<file path="config.mk">
export PLATFORM = sky130hd
export DESIGN_NAME = epc_ctrl
export DESIGN_NICKNAME = d
export VERILOG_FILES = /design/src/epc_pkg.sv /design/src/epc_latch.sv /design/src/epc_ctrl.sv
export SDC_FILE = /design/constraint.sdc
export NUM_CORES = 1
export LEC_CHECK = 0
export ABC_AREA = 1
export BUFFER_PORTS_ARGS = -buffer_cell sky130_fd_sc_hd__buf_4
export CAP_MARGIN = 0
export CORE_ASPECT_RATIO = 1.4
export CORE_MARGIN = 4
export CORE_UTILIZATION = 45
export DETAILED_ROUTE_END_ITERATION = 16
export HOLD_SLACK_MARGIN = 0.08
export PLACE_DENSITY = 0.92
export REMOVE_ABC_BUFFERS = 1
export SYNTH_ARGS = -nofsm -noshare
export SYNTH_HDL_FRONTEND = slang
export SYNTH_SLANG_ARGS = --single-unit
export TNS_END_PERCENT = 50
</file>
<file path="constraint.sdc">
create_clock -name sys_clk -period 1.8 [get_ports sys_clk]
set_clock_uncertainty 0.05 [all_clocks]
set_input_delay 0.18 -clock sys_clk [delete_from_list [all_inputs] [get_ports sys_clk]]
set_output_delay 0.18 -clock sys_clk [all_outputs]
set_load 0.02 [all_outputs]
</file>
<file path="src/epc_pkg.sv">
package epc_pkg;
  // Register byte addresses; the control register keeps its printed index
  localparam logic [11:0] CTRL_IDX = 12'h0f3;
  localparam logic [11:0] CTRL_ADDR = 12'h3cc; // Four times CTRL_IDX
  localparam logic [11:0] CFG_ADDR = 12'h3c0;
  localparam logic [11:0] STAT_ADDR = 12'h3e0;
  localparam int AXI_AW = 12;
  // Control and config register fields
  localparam int CTRL_PA = 0;
  localparam int CTRL_LA = 1;
  localparam int CTRL_WIPE = 2;
  localparam int CTRL_LINE = 3;
  localparam int CTRL_SINGLE = 4;
  localparam int CTRL_BULK = 7;
  localparam logic CTRL_BULK_RST = 1'h1;
  localparam int CFG_PL = 0;
  // Array window
  localparam logic [15:0] ARR_LO = 16'h0d00;
  localparam logic [15:0] ARR_HI = 16'h0fff;
  // Operation kinds, one-hot
  localparam logic [3:0] KIND_PROGRAM = 4'h1;
  localparam logic [3:0] KIND_SINGLE = 4'h2;
  localparam logic [3:0] KIND_ROW = 4'h4;
  localparam logic [3:0] KIND_BULK = 4'h8;
  localparam logic [1:0] RESP_OKAY = 2'h0;
  localparam logic [1:0] RESP_SLVERR = 2'h2;
endpackage

</file>
<file path="src/epc_latch.sv">
`timescale 1ns/10ps
module epc_latch (
  input wire logic sys_clk,
  input wire logic rst_n,
  input wire logic load,
  input wire logic [15:0] addr,
  input wire logic [15:0] wdata,
  input wire logic word,
  output logic [15:0] lat_addr,
  output logic [15:0] lat_data,
  output logic lat_word
);
  // Captures address and data; a misaligned word keeps only its lower byte
  always_ff @(posedge sys_clk) begin
    if (!rst_n) begin
      lat_addr <= 16'h0000;
      lat_data <= 16'h0000;
      lat_word <= 1'b0;
    end else if (load) begin
      lat_addr <= addr; // RULE_06
      lat_word <= word && !addr[0]; // RULE_19
      lat_data <= (word && !addr[0]) ? wdata : {8'h00, wdata[7:0]}; // RULE_19
    end
  end

  AST_MISALIGNED_BYTE: assert property (@(posedge sys_clk) disable iff (!rst_n) // RULE_19
    load && word && addr[0] |=> !lat_word && lat_data[15:8] == 8'h00)
    else $error("misaligned word latched as word");
endmodule

</file>
<file path="src/epc_ctrl.sv">
// Added by the designer: the AXI4-Lite slave port.
`timescale 1ns/10ps
// Notes on behaviour
// RULE_01: Bulk guard set refuses whole-array and row erase; single-location erase allowed.
// RULE_02: Bulk guard writable only while pump apply and protect lock are clear.
// RULE_03: Pump apply set freezes bulk guard, erase selects, wipe mode and latch arm. The code lets latch arm change in a write that clears pump apply.
// RULE_04: Single erase wins; else line select picks 32-byte row, clear picks whole array.
// RULE_05: Wipe mode clear ignores erase selects and means programming.
// RULE_06: Single erase outside test mode touches only the latched address and width.
// RULE_07: Wipe mode clear configures program or read; set configures erasure.
// RULE_08: Latch arm set blocks array data on every array read.
// RULE_09: With latch arm set, an array write loads the programming latches.
// RULE_10: Pump apply sets only if latch arm was already set beforehand.
// RULE_11: Pump apply drives program/erase voltage; clear removes it.
// RULE_12: Pump apply set ignores array writes and freezes latched address and data.
// RULE_13: Software clears pump apply and latch arm before reading back data.
// RULE_14: Software configures, arms, writes, applies pump, waits, then clears both.
// RULE_15: Software may clear only pump apply and repeat from the array write.
// RULE_16: Erase selects, wipe mode and latch arm accept writes together or apart.
// RULE_17: Software should poll and mask array-resident vectors while armed.
// RULE_18: Protect lock blocks bulk guard changes; write-once in normal modes.
// RULE_19: Misaligned word operations latch and act on the lower byte only.
// RULE_20: Stop mode removes voltage, keeps pump apply; leaving stop restores it.
// RULE_21: No internal timer; voltage lasts exactly while pump apply stays set.
module epc_ctrl (
  input wire logic sys_clk,
  input wire logic rst_n,
  input wire logic [11:0] s_axi_awaddr,
  input wire logic s_axi_awvalid,
  output logic s_axi_awready,
  input wire logic [31:0] s_axi_wdata,
  input wire logic [3:0] s_axi_wstrb,
  input wire logic s_axi_wvalid,
  output logic s_axi_wready,
  output logic [1:0] s_axi_bresp,
  output logic s_axi_bvalid,
  input wire logic s_axi_bready,
  input wire logic [11:0] s_axi_araddr,
  input wire logic s_axi_arvalid,
  output logic s_axi_arready,
  output logic [31:0] s_axi_rdata,
  output logic [1:0] s_axi_rresp,
  output logic s_axi_rvalid,
  input wire logic s_axi_rready,
  input wire logic arr_wr_en,
  input wire logic arr_rd_en,
  input wire logic [15:0] arr_addr,
  input wire logic [15:0] arr_wdata,
  input wire logic arr_word,
  input wire logic [15:0] mem_rdata,
  output logic [15:0] arr_rdata,
  output logic arr_rack,
  input wire logic stop_mode,
  input wire logic test_mode_select_n,
  output logic pe_voltage_on,
  output logic op_enable,
  output logic [3:0] op_kind,
  output logic erase_refused,
  output logic [15:0] lat_addr,
  output logic [15:0] lat_data,
  output logic lat_word
);
  logic aw_hold_ff, w_hold_ff, bvalid_ff, rvalid_ff;
  logic [11:0] awaddr_ff;
  logic [7:0] wbyte_ff;
  logic wlane0_ff;
  logic [1:0] bresp_ff, rresp_ff;
  logic [31:0] rdata_ff;
  logic wr_fire, ctrl_we, cfg_we;
  logic pa_ff, la_ff, wipe_ff, line_ff, single_ff, bulk_ff, pl_ff, pl_used_ff;
  logic nxt_la, nxt_pa;
  logic tmn_s1_ff, tmn_s2_ff;
  logic loaded_ff, pe_on_ff, arr_hit, lat_load;
  logic [15:0] arr_rdata_ff;
  logic arr_rack_ff;

  // Write channels are held separately so address and data may come in either order
  assign s_axi_awready = !aw_hold_ff && !bvalid_ff;
  assign s_axi_wready = !w_hold_ff && !bvalid_ff;
  assign wr_fire = aw_hold_ff && w_hold_ff && !bvalid_ff;
  assign ctrl_we = wr_fire && wlane0_ff && awaddr_ff == epc_pkg::CTRL_ADDR;
  assign cfg_we = wr_fire && wlane0_ff && awaddr_ff == epc_pkg::CFG_ADDR;

  // Write address and data capture
  always_ff @(posedge sys_clk) begin
    if (!rst_n) begin
      aw_hold_ff <= 1'b0;
      w_hold_ff <= 1'b0;
      awaddr_ff <= 12'h000;
      wbyte_ff <= 8'h00;
      wlane0_ff <= 1'b0;
    end else begin
      if (s_axi_awvalid && s_axi_awready) begin
        aw_hold_ff <= 1'b1;
        awaddr_ff <= s_axi_awaddr;
      end else if (wr_fire) begin
        aw_hold_ff <= 1'b0;
      end
      if (s_axi_wvalid && s_axi_wready) begin
        w_hold_ff <= 1'b1;
        wbyte_ff <= s_axi_wdata[7:0]; // Registers are 8 bits wide, lane 0 only
        wlane0_ff <= s_axi_wstrb[0];
      end else if (wr_fire) begin
        w_hold_ff <= 1'b0;
      end
    end
  end

  // Write response; unmapped addresses answer SLVERR and change nothing
  always_ff @(posedge sys_clk) begin
    if (!rst_n) begin
      bvalid_ff <= 1'b0;
      bresp_ff <= epc_pkg::RESP_OKAY;
    end else if (wr_fire) begin
      bvalid_ff <= 1'b1;
      bresp_ff <= (awaddr_ff == epc_pkg::CTRL_ADDR || awaddr_ff == epc_pkg::CFG_ADDR ||
                   awaddr_ff == epc_pkg::STAT_ADDR) ? epc_pkg::RESP_OKAY : epc_pkg::RESP_SLVERR;
    end else if (s_axi_bready) begin
      bvalid_ff <= 1'b0;
    end
  end
  assign s_axi_bvalid = bvalid_ff;
  assign s_axi_bresp = bresp_ff;

  // Read channel, one cycle after the address is taken
  assign s_axi_arready = !rvalid_ff;
  always_ff @(posedge sys_clk) begin
    if (!rst_n) begin
      rvalid_ff <= 1'b0;
      rdata_ff <= 32'h0000_0000;
      rresp_ff <= epc_pkg::RESP_OKAY;
    end else if (s_axi_arvalid && s_axi_arready) begin
      rvalid_ff <= 1'b1;
      rresp_ff <= epc_pkg::RESP_OKAY;
      case (s_axi_araddr)
        epc_pkg::CTRL_ADDR: rdata_ff <= {24'h00_0000, bulk_ff, 2'b00, single_ff, line_ff,
                                         wipe_ff, la_ff, pa_ff};
        epc_pkg::CFG_ADDR: rdata_ff <= {31'h0000_0000, pl_ff};
        epc_pkg::STAT_ADDR: rdata_ff <= {24'h00_0000, loaded_ff, pe_on_ff, erase_refused,
                                         !tmn_s2_ff, op_kind};
        default: begin
          rdata_ff <= 32'h0000_0000;
          rresp_ff <= epc_pkg::RESP_SLVERR;
        end
      endcase
    end else if (s_axi_rready) begin
      rvalid_ff <= 1'b0;
    end
  end
  assign s_axi_rvalid = rvalid_ff;
  assign s_axi_rdata = rdata_ff;
  assign s_axi_rresp = rresp_ff;

  // Test-mode strap comes from a pin, so it is synchronised first
  always_ff @(posedge sys_clk) begin
    if (!rst_n) begin
      tmn_s1_ff <= 1'b1;
      tmn_s2_ff <= 1'b1;
    end else begin
      tmn_s1_ff <= test_mode_select_n;
      tmn_s2_ff <= tmn_s1_ff;
    end
  end

  // While pump apply is set, latch arm changes only in a write that also clears pump apply
  always_comb begin
    nxt_la = la_ff;
    if (ctrl_we && !(pa_ff && wbyte_ff[epc_pkg::CTRL_PA])) begin
      nxt_la = wbyte_ff[epc_pkg::CTRL_LA]; // RULE_03 RULE_16
    end
    nxt_pa = pa_ff;
    if (ctrl_we) begin
      nxt_pa = wbyte_ff[epc_pkg::CTRL_PA] && la_ff && nxt_la; // RULE_10
    end
  end

  // Pump apply and latch arm; no duration counter, software times the pulse
  always_ff @(posedge sys_clk) begin
    if (!rst_n) begin
      pa_ff <= 1'b0;
      la_ff <= 1'b0;
    end else begin
      pa_ff <= nxt_pa; // RULE_21
      la_ff <= nxt_la;
    end
  end

  // Mode and granularity selects, frozen while the pump is applied
  always_ff @(posedge sys_clk) begin
    if (!rst_n) begin
      wipe_ff <= 1'b0;
      line_ff <= 1'b0;
      single_ff <= 1'b0;
    end else if (ctrl_we && !pa_ff) begin
      wipe_ff <= wbyte_ff[epc_pkg::CTRL_WIPE]; // RULE_03 RULE_16
      line_ff <= wbyte_ff[epc_pkg::CTRL_LINE];
      single_ff <= wbyte_ff[epc_pkg::CTRL_SINGLE];
    end
  end

  // Bulk guard resets set so a stray pump cannot wipe the array
  always_ff @(posedge sys_clk) begin
    if (!rst_n) begin
      bulk_ff <= epc_pkg::CTRL_BULK_RST;
    end else if (ctrl_we && !pa_ff && !pl_ff) begin
      bulk_ff <= wbyte_ff[epc_pkg::CTRL_BULK]; // RULE_02 RULE_18
    end
  end

  // Protect lock: once per reset in normal mode, freely in test mode
  always_ff @(posedge sys_clk) begin
    if (!rst_n) begin
      pl_ff <= 1'b0;
      pl_used_ff <= 1'b0;
    end else if (cfg_we && (!tmn_s2_ff || !pl_used_ff)) begin
      pl_ff <= wbyte_ff[epc_pkg::CFG_PL]; // RULE_18
      pl_used_ff <= tmn_s2_ff;
    end
  end

  // Array writes go to the latches only while armed and unpowered
  assign arr_hit = arr_addr >= epc_pkg::ARR_LO && arr_addr <= epc_pkg::ARR_HI;
  assign lat_load = arr_wr_en && arr_hit && la_ff && !pa_ff; // RULE_09 RULE_12

  epc_latch epc_latch_i (
    .sys_clk(sys_clk),
    .rst_n(rst_n),
    .load(lat_load),
    .addr(arr_addr),
    .wdata(arr_wdata),
    .word(arr_word),
    .lat_addr(lat_addr),
    .lat_data(lat_data),
    .lat_word(lat_word)
  );

  // Loaded flag keeps a pump without latched data from acting on the array
  always_ff @(posedge sys_clk) begin
    if (!rst_n) begin
      loaded_ff <= 1'b0;
    end else if (lat_load) begin
      loaded_ff <= 1'b1;
    end else if (!nxt_la) begin
      loaded_ff <= 1'b0;
    end
  end

  // Voltage follows pump apply, dropped during stop and restored after
  always_ff @(posedge sys_clk) begin
    if (!rst_n) begin
      pe_on_ff <= 1'b0;
    end else begin
      pe_on_ff <= pa_ff && !stop_mode; // RULE_11 RULE_20
    end
  end
  assign pe_voltage_on = pe_on_ff;

  // Operation decode: program unless wiping, then single, row or bulk
  always_comb begin
    if (!wipe_ff) begin
      op_kind = epc_pkg::KIND_PROGRAM; // RULE_05 RULE_07
    end else if (single_ff) begin
      op_kind = epc_pkg::KIND_SINGLE; // RULE_04 RULE_06
    end else if (line_ff) begin
      op_kind = epc_pkg::KIND_ROW; // RULE_04
    end else begin
      op_kind = epc_pkg::KIND_BULK;
    end
  end
  assign erase_refused = wipe_ff && !single_ff && bulk_ff; // RULE_01
  assign op_enable = pe_on_ff && loaded_ff && !erase_refused; // RULE_01

  // Array reads answer a cycle later; armed reads return zero
  always_ff @(posedge sys_clk) begin
    if (!rst_n) begin
      arr_rack_ff <= 1'b0;
      arr_rdata_ff <= 16'h0000;
    end else begin
      arr_rack_ff <= arr_rd_en && arr_hit;
      if (arr_rd_en && arr_hit) begin
        arr_rdata_ff <= la_ff ? 16'h0000 : mem_rdata; // RULE_08
      end
    end
  end
  assign arr_rack = arr_rack_ff;
  assign arr_rdata = arr_rdata_ff;

  AST_BULK_REFUSED: assert property (@(posedge sys_clk) disable iff (!rst_n) // RULE_01
    bulk_ff && wipe_ff && !single_ff |-> !op_enable && erase_refused)
    else $error("bulk or row erase enabled under bulk guard");
  AST_GUARD_LOCKED: assert property (@(posedge sys_clk) disable iff (!rst_n) // RULE_02
    pa_ff || pl_ff |=> $stable(bulk_ff))
    else $error("bulk guard changed while locked");
  AST_SELECTS_FROZEN: assert property (@(posedge sys_clk) disable iff (!rst_n) // RULE_03
    pa_ff |=> $stable({wipe_ff, line_ff, single_ff}))
    else $error("selects changed under pump apply");
  AST_ARM_HELD: assert property (@(posedge sys_clk) disable iff (!rst_n) // RULE_03
    pa_ff ##1 pa_ff |-> $stable(la_ff))
    else $error("latch arm changed under pump apply");
  AST_ROW_DECODE: assert property (@(posedge sys_clk) disable iff (!rst_n) // RULE_04
    wipe_ff && !single_ff && line_ff |-> op_kind == epc_pkg::KIND_ROW)
    else $error("row erase decode wrong");
  AST_PROGRAM_DECODE: assert property (@(posedge sys_clk) disable iff (!rst_n) // RULE_05
    !wipe_ff |-> op_kind == epc_pkg::KIND_PROGRAM)
    else $error("program decode wrong");
  AST_READ_BLOCKED: assert property (@(posedge sys_clk) disable iff (!rst_n) // RULE_08
    arr_rd_en && arr_hit && la_ff |=> arr_rack && arr_rdata == 16'h0000)
    else $error("array data returned while armed");
  AST_LATCH_LOAD: assert property (@(posedge sys_clk) disable iff (!rst_n) // RULE_09
    lat_load |=> lat_addr == $past(arr_addr) && loaded_ff)
    else $error("armed write not latched");
  AST_PUMP_NEEDS_ARM: assert property (@(posedge sys_clk) disable iff (!rst_n) // RULE_10
    !pa_ff ##1 pa_ff |-> $past(la_ff) && la_ff)
    else $error("pump apply set without prior latch arm");
  AST_VOLTAGE: assert property (@(posedge sys_clk) disable iff (!rst_n) // RULE_11
    pa_ff && !stop_mode |=> pe_voltage_on)
    else $error("voltage missing under pump apply");
  AST_STOP_DROPS: assert property (@(posedge sys_clk) disable iff (!rst_n) // RULE_20
    stop_mode || !pa_ff |=> !pe_voltage_on)
    else $error("voltage present in stop or without pump apply");
  AST_LATCH_FROZEN: assert property (@(posedge sys_clk) disable iff (!rst_n) // RULE_12
    pa_ff |=> $stable(lat_addr) && $stable(lat_data))
    else $error("latches changed under pump apply");
endmodule

</file>
==> results of run 1 <==
## Yosys cell counts
cell type                     n  share of area [%]
sky130_fd_sc_hd__nor3_1       1               0.12
sky130_fd_sc_hd__conb_1       1              0.092
sky130_fd_sc_hd__or2_2        2               0.31
sky130_fd_sc_hd__o21ai_1      1               0.12
sky130_fd_sc_hd__nand3b_1     1               0.18
sky130_fd_sc_hd__buf_2       12                1.5
sky130_fd_sc_hd__buf_6        6                1.7
sky130_fd_sc_hd__nand3_1     79                9.7
sky130_fd_sc_hd__nand2_4      2               0.55
sky130_fd_sc_hd__nand4_1     12                1.8
sky130_fd_sc_hd__nor4_1       1               0.15
sky130_fd_sc_hd__nor2_1      60                5.5
sky130_fd_sc_hd__o21ai_0     24                2.9
sky130_fd_sc_hd__o2111ai_1    1               0.21
sky130_fd_sc_hd__and3_4       1               0.28
sky130_fd_sc_hd__clkbuf_1     7               0.64
sky130_fd_sc_hd__nor2_4       3               0.83
sky130_fd_sc_hd__nor2_2       2               0.31
sky130_fd_sc_hd__nand2_2      1               0.15
sky130_fd_sc_hd__o21a_1       1               0.18
sky130_fd_sc_hd__inv_1       35                3.2
sky130_fd_sc_hd__inv_2        5               0.46
sky130_fd_sc_hd__nor3_2       1               0.24
sky130_fd_sc_hd__nand3_2      1               0.24
sky130_fd_sc_hd__a21oi_1     54                6.6
sky130_fd_sc_hd__dfxtp_1     95                 46
sky130_fd_sc_hd__nand2_1    107                9.8
sky130_fd_sc_hd__clkinv_1     1              0.092
sky130_fd_sc_hd__buf_4       28                5.1
sky130_fd_sc_hd__nor2_8       1               0.49
## sequential cells by signal, indices dropped and copies added, names as in the netlist, 6 cells and up
register              cells
epc_latch_i.lat_data     16
wbyte_ff                  6
awaddr_ff                12
arr_rdata                16
s_axi_rdata               8
epc_latch_i.lat_addr     16
## power by group
group          leakage, nW  switching (W)  internal [W]
combinational         1.94       0.000281      0.000281
clock                0.155       0.000773       0.00124
sequential           0.772      0.0000312       0.00216
total                 2.87        0.00108       0.00368
## logic make-up (layout without fill, tap and decap cells)
| family | Yosys count | count (layout) | share of synthesized area, % |
|---|---|---|---|
| simple gates | 275 | 275 | 30.7 |
| compound gates | 81 | 81 | 10.1 |
| buf+inv | 94 | 281 | 12.7 |
| flops | 95 | 95 | 46.5 |
| other cells | 1 | 26 | 0.0917 |
## area by class of cell
type	count	share of cell area, %
clock inverter	4	1.15
multi-input combinational	382	29.0
clock buffer	11	3.98
inverter	41	2.52
timing repair buffer	225	30.0
sequential	95	31.2
tap	105	2.15
## critical path, cell delays in order
cell and delay, ps:
sky130_fd_sc_hd__dlygate4sd3_1 530, sky130_fd_sc_hd__buf_4 110, sky130_fd_sc_hd__nor2_1 40, sky130_fd_sc_hd__nor2_1 130, sky130_fd_sc_hd__and3_4 310, sky130_fd_sc_hd__buf_4 280
sky130_fd_sc_hd__nand4_1 110, sky130_fd_sc_hd__a21oi_1 230
## how the worst max path moves through the flow
stage                start  cells after the start                       end  slack [ps]
2_1_floorplan        la_ff                      5  epc_latch_i.lat_data[10]         140
3_3_place_gp         la_ff                      5  epc_latch_i.lat_data[14]         310
3_5_place_dp         la_ff                      5   epc_latch_i.lat_addr[1]         250
4_1_cts        arr_addr[9]                      8   epc_latch_i.lat_addr[1]          40
5_1_grt        arr_addr[9]                      9             arr_rdata[13]          -2
6_report       arr_addr[9]                      8  epc_latch_i.lat_data[12]          80
## through the flow
step	total power (W)	worst slack (ps)	hold WS [ps]
6_report	0.00477	76.2	83.2
5_1_grt	0.00494	-2.03	96.0
2_1_floorplan	0.00245	142	209
4_1_cts	0.00479	39.7	80.9
3_5_place_dp	0.00269	255	301
3_3_place_gp	0.00267	307	305
## layer usage
layer | vias up | routed length (um) | GRT usage (%)
met5 | - | 0 | 0
met4 | 0 | 527 | 13.7
met3 | 47 | 848 | 4.98
met2 | 178 | 6890 | 44.2
met1 | 1977 | 4400 | 24.8
li1 | 2141 | - | -
## repair_timing
action                     4_1_cts  5_1_grt
setup endpoints to repair        0       31
resized for setup                0        1
hold buffers                    57        0
hold endpoints to repair        57        0
==> results by stage, run 1 <==
Place:
- Summing all placed instances gives a cell area of 0.00521 mm^2.
- The number of input and output port buffers inserted is 162.
- The sum of net half-perimeters after detailed placement is ~8.5 mm.
- Routability-driven placement finished with a final weighted congestion of roughly 0.81.
- In this run, placement finished with an instance count of roughly 790.

Setup path:
- The critical path startpoint category is an input pin.
- The worst setup path is captured at a flop.
- The path type of the worst setup path is input pin to flop.
- Of all nets on the critical path, the largest fanout is 21.
- For the worst flop-to-flop path, the logic depth is 5.
- The startpoint identified for the worst register-to-register timing path is la_ff.
- The required arrival time at the worst endpoint is 2000 ps.
- The setup slack of the worst register-to-register path is around 210 ps.
- The reg-to-reg endpoint is epc_latch_i.lat_data[12].
- STA puts the critical path data arrival time at 1920 ps.

CTS:
- In this run the number of H-tree levels came out at 3.
- Clock-pin slew was measured on the worst setup and hold paths at approximately 70 ps.
- Post-CTS timing repair inserted 0 buffers for setup.
- The tree is rooted in a sky130_fd_sc_hd__clkbuf_16.
- The worst-case clock buffer depth is 2.
- The total CTS buffers is 9.
- The TritonCTS clock tree is yes.
- The TritonCTS sink count is between 90 and 100.
- The insertion delay to the later sink of the worst-skew pair is roughly 340 ps.

Drt:
- The post-detailed-route count of antenna-violating nets is 0.
- Summed over all layers, the routed wires come to roughly 13 mm.
- The routed wire length per instance is about 15 um.
- Across all layers, the routed design uses 4343 vias.
- The first detailed-routing pass took 5 iterations.
- Using the TritonRoute via totals, the vias-per-cell ratio works out to a little over 5.
- The DRC marker count from the first detailed-route iteration is 211.
- After detailed routing, the number of remaining DRC violations is 0.

Timing:
- Setup repair after global routing could not meet its margin everywhere.
- The final critical-path required period is between 1500 and 2000 ps.
- Setup violations remaining at the end of the flow were counted as 0.
- The highest attainable clock frequency is 580 MHz.
- In the finished design, the share of the clock period the worst path needs comes to 95.8%.
- The final count of hold timing violations came to 0.
- The count of pins over their slew limit was 0.
- The worst pin sits at a relative slew slack of between 60% and 70%.
- At the pin with the least slew margin, the transition time is 572 ps.
- The post-route setup TNS is 0 ps.

Pwr:
- The ratio of total power to cell area is 781 mW/mm^2.
- The worst ir drop on vdd is slightly below 0.7 mV.
- The leakage component of the power is roughly 2.9 nW.

Floorplan:
- In this run the core area contains 40 standard-cell rows.
- The number of ports placed on the die boundary is 218.
- Once the floorplan was initialized, standard cells occupied 47.0% of the core.
- In this run the horizontal extent of the chip is approximately 89 um.
- The die covers approximately 0.011 mm^2.
- The floorplan core area is about 0.0087 mm^2.
- The die height is 121 um.

Hold path:
- The class of the tightest hold or removal check is input pin to flop.
- The worst hold path passes through 3 cells.
- In this run the most critical hold path is launched from arr_addr[8].
- The path with the worst hold slack has its endpoint at epc_latch_i.lat_addr[8].

Final layout:
- Excluding fillers, the count of instances in the completed layout stands at 863.
- The repair_antennas step left the layout with diodes totalling 0.
- The post-synthesis to final-layout area growth is 49.2%.
- Measured on the finished design, the core utilization comes to a little over two thirds.
- In the final layout, the share of cells above drive strength 1 is a little over a quarter.
- Leaving out fill and tap cells, the most frequent cell in the layout is sky130_fd_sc_hd__buf_4.
- The number of fill cells is 652.
- The sequential standard cell area is ~0.0019 mm^2.
- The top cell types in the final layout, fill and taps aside, are sky130_fd_sc_hd__buf_4, sky130_fd_sc_hd__nand2_1, sky130_fd_sc_hd__dfxtp_1.
- The area of the multi-input gates is between 0.0015 and 0.002 mm^2.
- The final-stage net count is 874.
- Summing all non-filler instances in the final layout gives an area of 0.00610 mm^2.

Synth:
- The post-synthesis area per instance is approximately 7.5 um^2.
- The fraction of the yosys area taken by sequential cells is a little under half.
- The number of instances in the synthesized netlist is ~550.
- The number of distinct library cells after synthesis is 30.
- During synthesis, Yosys emitted a total of 0 warnings.
- The post-synthesis instance area is just over 0.004 mm^2.
- The synthesized design contains 95 register bits.

Global routing:
- The overall fraction of global-route tracks in use is approximately a quarter.
- The number of antenna violations at the first check in global routing is 0.
- The first global-routing pass estimated 20.5 mm of wire.
- Entering global routing, the biggest net connects 49 pins.
- The aggregate global routing overflow is 0.
- The via count of the first global-routing pass is around 4.5k.

Run:
- Max-cap violations in this run came to 0.

Outcome:
- The flow ran to the end, and the final reports show no timing, DRC or antenna violations.
No activity file was read; power rests on OpenSTA's default activity.
==> run 2: changes to the inputs <==
BUFFER_PORTS_ARGS = unset   (was -buffer_cell sky130_fd_sc_hd__buf_4)
CORE_UTILIZATION = 63   (was 45)
DONT_BUFFER_PORTS = 1   (was unset)
PLACE_DENSITY = 0.91   (was 0.92)
==> results by stage, run 2 (synthesized netlist as in run 1, its figures left out) <==
Outcome:
- The flow ran to the end, and the final reports show no timing, DRC or antenna violations.

Setup path:
- The worst reg2reg path depth came to 5 (unchanged).
- The maximum cell stage delay along the critical path was 610 ps (+80 ps).
- The data arrival time of the critical path is 1930 ps (about the same).
- On the critical path the largest part of the delay comes from buffers and inverters.
- The buffer and inverter count on the worst path is 4 (+1).
- The highest fanout seen on the critical path is 49 (+130%).
- The setup slack of the worst register-to-register path is 170 ps (-40 ps).
- The number of stages on the worst setup path is 7 (-1).
- The startpoint of the lowest-slack register-to-register path is la_ff.
- STA classifies the critical path startpoint as an input pin.
- In this run the critical register-to-register path is captured at epc_latch_i.lat_data[13].
- In this design, the critical path's most frequently occurring cell is sky130_fd_sc_hd__buf_12.
- Traced cell by cell, the critical path runs through dlygate4sd3_1 -> buf_12 -> inv_1 -> buf_12 -> nor2_8 -> nand3_1 -> nand2_1.
- The path type of the worst setup path is input pin to flop.
- Among all stages on the critical path, the largest delay is contributed by sky130_fd_sc_hd__dlygate4sd3_1.
- STA classifies the critical path endpoint as a flop.
- The required arrival time at the worst endpoint came to 2050 ps (+50 ps).

Drt:
- The final wirelength is 11.7 mm (-7.5%).
- The first-pass iteration count of the detailed router came to 6 (+1).
- The post-detailed-route count of antenna-violating nets came to 0 (unchanged).
- The residual DRC count was 0 (unchanged).
- The via density per instance is 5.69 (+13%).
- The routed via count is 3922 (-9.7%).
- The routed wire length per instance is 17.0 um (+16%).
- The DRC marker count from the first detailed-route iteration is 251 (+19%).

Hold path:
- The worst hold path belongs to the class input pin to flop.
- The end point of the worst hold path is s_axi_rresp[1].
- In this run the most critical hold path is launched from s_axi_araddr[3].
- The cell count of the worst hold path is 5 (+2).

Floorplan:
- The die outline area is 0.00786 mm^2 (-27%).
- The initial cell density of the core was 65.4% (+18 points).
- The horizontal die dimension was 76.1 um (-14%).
- The floorplan core area is 0.00625 mm^2 (-28%).
- The number of ports placed on the die boundary was 218 (unchanged).
- The die height is 103 um (-14%).
- The row count is 34 (-15%).

Pwr:
- The worst ir drop on vdd is 0.615 mV (-11%).
- The switching share of total power is 26.6% (+3.9 points).
- The power share of the combinational group is 10.7% (-1.1 points).
- The ratio of total power to cell area came to 800 mW/mm^2 (+2.3%).
- The sum of internal, switching and leakage power is 0.00393 W (-18%).
- The switching power is 0.00105 W (-3.6%).
- The internal cell power was 0.00288 W (-22%).
- The clock share of power is 33.2% (-9.1 points).
- The leakage component of the power came to 2.06 nW (-28%).
- The share of total power in sequential cells is 56.1% (+10 points).

Place:
- The final weighted congestion in routability-driven placement was 0.846 (+4.1%).
- The worst slack at placement is 269 ps (+14.4 ps).
- The sum of net half-perimeters after detailed placement came to 7.12 mm (-16%).
- The number of input and output port buffers inserted is 0 (-100%).

Run:
- The reported max-cap violation count was 0 (unchanged).

CTS:
- The total CTS buffers is 9 (unchanged).
- The root buffer cell is sky130_fd_sc_hd__clkbuf_8.
- The number of levels the H-tree was split into is 3 (unchanged).
- The TritonCTS sink count is 95 (unchanged).
- The worst-case clock buffer depth came to 2 (unchanged).
- The insertion delay to the later sink of the worst-skew pair is 360 ps (+20 ps).
- The clock transition at the registers of the reported paths came to 90 ps (+20 ps).
- The setup fix buffers added after clock tree synthesis was 0 (unchanged).
- TritonCTS built the clock tree.

Timing:
- The count of pins over their slew limit came to 0 (unchanged).
- The worst slew margin relative to its limit is 61.9% (+0.13 points).
- The count of endpoints failing setup in the final report is 0 (unchanged).
- Setup repair after global routing left no endpoint under its margin.
- The post-route clock period utilization is 93.1% (-2.7 points).
- The post-route setup TNS is 0 ps (unchanged).
- The worst-case setup margin in the final layout was 124 ps (+47.8 ps).
- The highest attainable clock frequency is 597 MHz (+2.9%).
- The slew at the pin closest to its max-slew limit is 569 ps (-2.58 ps).
- The worst slack on hold paths is 93.1 ps (+9.85 ps).
- The final count of hold timing violations was 0 (unchanged).
- The final critical-path required period came to 1680 ps (-47.8 ps).

Final layout:
- The area of the multi-input gates is 0.00176 mm^2 (-0.28%).
- Leaving out fill and tap cells, the most frequent cell in the layout is sky130_fd_sc_hd__nand2_1.
- Relative to the synthesized area, the layout overhead comes to 20.1%.
- The number of fill cells is 418 (-36%).
- The sequential standard cell area is 0.00190 mm^2 (unchanged).
- The final-stage net count was 731 (-16%).
- The final core area utilization is 78.5% (+8.5 points).
- The proportion of layout cells with a drive suffix above 1 is 7.63% (-19 points).
- The library cells used most frequently in the layout, excluding fill and tap cells, are sky130_fd_sc_hd__nand2_1, sky130_fd_sc_hd__dfxtp_1, sky130_fd_sc_hd__nand3_1.

Global routing:
- The met2 layer usage reported by global route came to 53.5% (+9.3 points).
- The overall fraction of global-route tracks in use was 28.9% (+4.6 points).
- In this run the most used layer during global routing was met2.
- The number of antenna violations at the first check in global routing came to 0 (unchanged).
- The aggregate global routing overflow is 0 (unchanged).
- The via count of the first global-routing pass is 3933 (-12%).
- The met1 usage in global routing was 28.1% (+3.3 points).
- The maximum number of pins on one net before global-route repair is 50 (+2.0%).
- The global-route wire length before repair is 18.3 mm (-11%).
- The met3 usage in global routing came to 9.53% (+4.6 points).
run 2: cell types whose count changed in the layout (fill, tap and decap cells not counted), sizes merged:
cell / delta
clkbuf: -1
bufinv: -2
inv: +1
buf: -156
dlygate4sd3: +13
diode: +1
clkinv: +3
run 2: layout make-up:
| class | instances | area share, % |
|---|---|---|
| diodes | 1 | 0.0510 |
| clock buffers | 10 | 2.80 |
| clock inverters | 6 | 0.917 |
| inverters | 41 | 3.13 |
| multi-input cells | 382 | 35.9 |
| flip-flops and latches | 95 | 38.7 |
| well taps | 72 | 1.83 |
| repair buffers | 82 | 16.6 |
run 2: stage by stage:
step | area, um^2 | std cells
CTS | 4910 | 688
detailed placement | 4010 | 601
global route | 4910 | 688
floorplan | 3820 | 518
global placement | 4010 | 601
finish | 4910 | 689
run 2: power by group through the flow:
stage / sequential (W) / clock (W) / combinational, W
6_report: 0.00220 / 0.00130 / 0.000421
2_1_floorplan: 0.00224 / 0 / 0.000205
3_5_place_dp: 0.00225 / 0 / 0.000259
3_3_place_gp: 0.00225 / 0 / 0.000250
5_1_grt: 0.00221 / 0.00141 / 0.000457
4_1_cts: 0.00220 / 0.00132 / 0.000405
run 2: timing repair:
item,4_1_cts,5_1_grt
resized for setup,0,0
hold buffers,71,0
endpoints found under the hold margin,81,0
run 2: per-layer routing:
| metal | wire, um | vias to the layer above |
|---|---|---|
| li1 | - | 1858 |
| met1 | 3770 | 1772 |
| met2 | 6220 | 239 |
| met3 | 1160 | 53 |
| met4 | 556 | 0 |
| met5 | 0 | - |
run 2: tightest hold or removal path, delay by kind of cell:
family | cells | cell delay [ps]
and+or+nand+nor | 4 | 210
AOI/OAI and AO/OA | 1 | 70
run 2: worst max-delay path by stage:
stage	from	end	slack, ps
after CTS	s_axi_araddr[8]	s_axi_rdata[5]	180
after global placement	la_ff	epc_latch_i.lat_data[10]	350
final	rst_n	arr_rdata[4]	120
after floorplan	la_ff	epc_latch_i.lat_data[10]	140
after detailed placement	la_ff	epc_latch_i.lat_data[15]	270
after global routing	rst_n	arr_rdata[4]	30
==> run 3: changes to the inputs <==
CELL_PAD_IN_SITES_DETAIL_PLACEMENT = 1   (was unset)
CELL_PAD_IN_SITES_GLOBAL_PLACEMENT = 1   (was unset)
CORE_UTILIZATION = 42   (was 63)
PLACE_DENSITY = 0.89   (was 0.91)
==> results by stage, run 3 (synthesized netlist as in run 1, its figures left out) <==
Outcome:
- The flow ran to the end, and the final reports show no timing, DRC or antenna violations.

Final layout:
- The area of the multi-input gates is 0.00177 mm^2 (+0.43%).
- The sequential standard cell area is 0.00190 mm^2 (unchanged).
- Leaving out fill and tap cells, the most frequent cell in the layout is sky130_fd_sc_hd__nand2_1.
- The final core area utilization came to 53.1% (-25 points).
- The number of standard cells in the layout, taps in and fillers out was 743 (+7.8%).
- Leaving out fill and tap cells, the most frequent cells in the layout are sky130_fd_sc_hd__nand2_1, sky130_fd_sc_hd__dfxtp_1, sky130_fd_sc_hd__nand3_1.
- The proportion of layout cells with a drive suffix above 1 is 7.87% (+0.24 points).
- The final-stage net count was 725 (-0.82%).
- From synthesis to final layout, the design area changed by 23.4%.
- The number of fill cells came to 1152 (+180%).

Global routing:
- The overall fraction of global-route tracks in use is 23.1% (-5.8 points).
- The number of antenna violations at the first check in global routing was 1 (+1).
- The global-route wire length before repair is 21.3 mm (+16%).
- The aggregate global routing overflow is 0 (unchanged).
- The via count of the first global-routing pass was 4309 (+9.6%).
- The maximum number of pins on one net before global-route repair is 49 (-2.0%).

Pwr:
- The worst ir drop on vdd is 0.498 mV (-19%).
- The sum of internal, switching and leakage power is 0.00457 W (+16%).
- The leakage component of the power is 2.10 nW (+2.0%).
- The clock share of power was 42.6% (+9.4 points).
- The switching share of total power came to 24.5% (-2.1 points).
- The ratio of total power to cell area is 905 mW/mm^2 (+13%).
- The internal cell power is 0.00345 W (+20%).
- The share of total power in sequential cells is 48.3% (-7.8 points).
- The switching power came to 0.00112 W (+6.9%).
- The power share of the combinational group was 9.1% (-1.6 points).

Setup path:
- The critical path is of the flop to flop type.
- The data arrival time of the critical path is 1910 ps (-20 ps).
- In this run the worst setup path begins at la_ff.
- The setup slack of the worst register-to-register path is 100 ps (-70 ps).
- The required arrival time at the worst endpoint came to 2010 ps (-40 ps).
- The highest fanout seen on the critical path is 22 (-55%).
- The worst reg2reg path depth is 5 (unchanged).
- STA classifies the critical path startpoint as a flop.
- The endpoint identified for the worst register-to-register timing path is epc_latch_i.lat_data[8].
- In this run the critical register-to-register path is launched from la_ff.
- STA classifies the critical path endpoint as a flop.

Timing:
- The count of endpoints failing setup in the final report is 0 (unchanged).
- Setup repair after global routing left no endpoint under its margin.
- The post-route setup TNS was 0 ps (unchanged).
- The worst-case setup margin in the final layout is 101 ps (-22.8 ps).
- The count of pins over their slew limit is 0 (unchanged).
- The highest attainable clock frequency is 589 MHz (-1.3%).
- The final count of hold timing violations came to 0 (unchanged).
- The post-route clock period utilization was 94.4% (+1.3 points).
- The final critical-path required period is 1700 ps (+22.8 ps).

Drt:
- The final wirelength was 13.2 mm (+12%).
- The routed via count is 3910 (-0.31%).
- The first-pass iteration count of the detailed router is 4 (-2).
- The via density per instance is 5.26 (-7.6%).
- The DRC marker count from the first detailed-route iteration is 150 (-40%).
- The routed wire length per instance was 17.7 um (+4.3%).
- The post-detailed-route count of antenna-violating nets is 0 (unchanged).
- The residual DRC count is 0 (unchanged).

CTS:
- The total CTS buffers is 9 (unchanged).
- The insertion delay to the later sink of the worst-skew pair is 340 ps (-20 ps).
- The TritonCTS sink count is 95 (unchanged).
- The number of levels the H-tree was split into is 3 (unchanged).
- The clock transition at the registers of the reported paths came to 70 ps (-20 ps).
- The worst-case clock buffer depth is 2 (unchanged).
- The TritonCTS clock tree is yes.
- CTS placed an instance of sky130_fd_sc_hd__clkbuf_16 at the clock tree root.
- The setup fix buffers added after clock tree synthesis is 0 (unchanged).

Place:
- The total placed cells including tap cells was 661 (+10%).
- The worst slack at placement is 91.8 ps (-178 ps).
- The number of input and output port buffers inserted is 0 (unchanged).
- The sum of net half-perimeters after detailed placement is 8.26 mm (+16%).
- The final weighted congestion in routability-driven placement is 0.763 (-9.7%).

Hold path:
- The launch point of the worst hold path is s_axi_araddr[8].
- The end point of the worst hold path is s_axi_rdata[5].
- The cell count of the worst hold path came to 4 (-1).
- The worst hold path belongs to the class input pin to flop.

Run:
- The reported max-cap violation count is 0 (unchanged).

Floorplan:
- The floorplan core area is 0.00951 mm^2 (+52%).
- The row count is 42 (+24%).
- The number of ports placed on the die boundary is 218 (unchanged).
- The horizontal die dimension was 91.4 um (+20%).
- The die height was 125 um (+21%).
- The initial cell density of the core is 43.0% (-22 points).
- The die outline area was 0.0114 mm^2 (+45%).
[run 3: cell type report]
| type | count | area share (%) |
|---|---|---|
| sequential | 95 | 37.7 |
| tap | 132 | 3.27 |
| multi-input combinational | 382 | 35.1 |
| inverter | 41 | 3.05 |
| clock buffer | 10 | 4.74 |
| antenna | 1 | 0.0496 |
| timing repair buffer | 76 | 14.7 |
| clock inverter | 6 | 1.36 |
[run 3: layer usage]
metal  vias up  part of all wire [%]  GRT usage, %
met2       166                    54          42.3
met4         0                   3.6          11.8
met3        39                   7.5          6.10
met1      1852                    35          23.4
li1       1853                     -             -
met5         -                     0             0
[run 3: power groups by stage]
| stage | combinational, W | sequential [W] | clock [W] |
|---|---|---|---|
| 2_1_floorplan | 0.000205 | 0.00224 | 0 |
| 3_3_place_gp | 0.000256 | 0.00225 | 0 |
| 3_5_place_dp | 0.000268 | 0.00225 | 0 |
| 4_1_cts | 0.000404 | 0.00220 | 0.00199 |
| 5_1_grt | 0.000457 | 0.00221 | 0.00207 |
| 6_report | 0.000417 | 0.00220 | 0.00194 |
[run 3: worst max-delay path by stage]
stage | end
detailed placement | epc_latch_i.lat_addr[7]
finish | epc_latch_i.lat_data[8]
global placement | epc_latch_i.lat_data[10]
global route | epc_latch_i.lat_data[11]
floorplan | epc_latch_i.lat_data[10]
CTS | epc_latch_i.lat_addr[7]
[run 3: worst max-delay path, cell delays in order, from the launching register on]
cell and delay (ps):
sky130_fd_sc_hd__dfxtp_1 430, sky130_fd_sc_hd__inv_2 190, sky130_fd_sc_hd__nor2_4 280, sky130_fd_sc_hd__buf_4 310, sky130_fd_sc_hd__nand4_1 150, sky130_fd_sc_hd__a21oi_1 200
[run 3: per-stage QoR]
step           instance area [um^2]  hold slack, ps
6_report                       5050            88.4
5_1_grt                        5050            99.8
4_1_cts                        5040            82.5
3_5_place_dp                   4070             212
3_3_place_gp                   4070             214
2_1_floorplan                  3820             209
[run 3: what timing repair did]
action                     CTS  global route
hold endpoints to repair    76             0
hold buffers                65             0
setup endpoints to repair    0            35
resized for setup            0             2
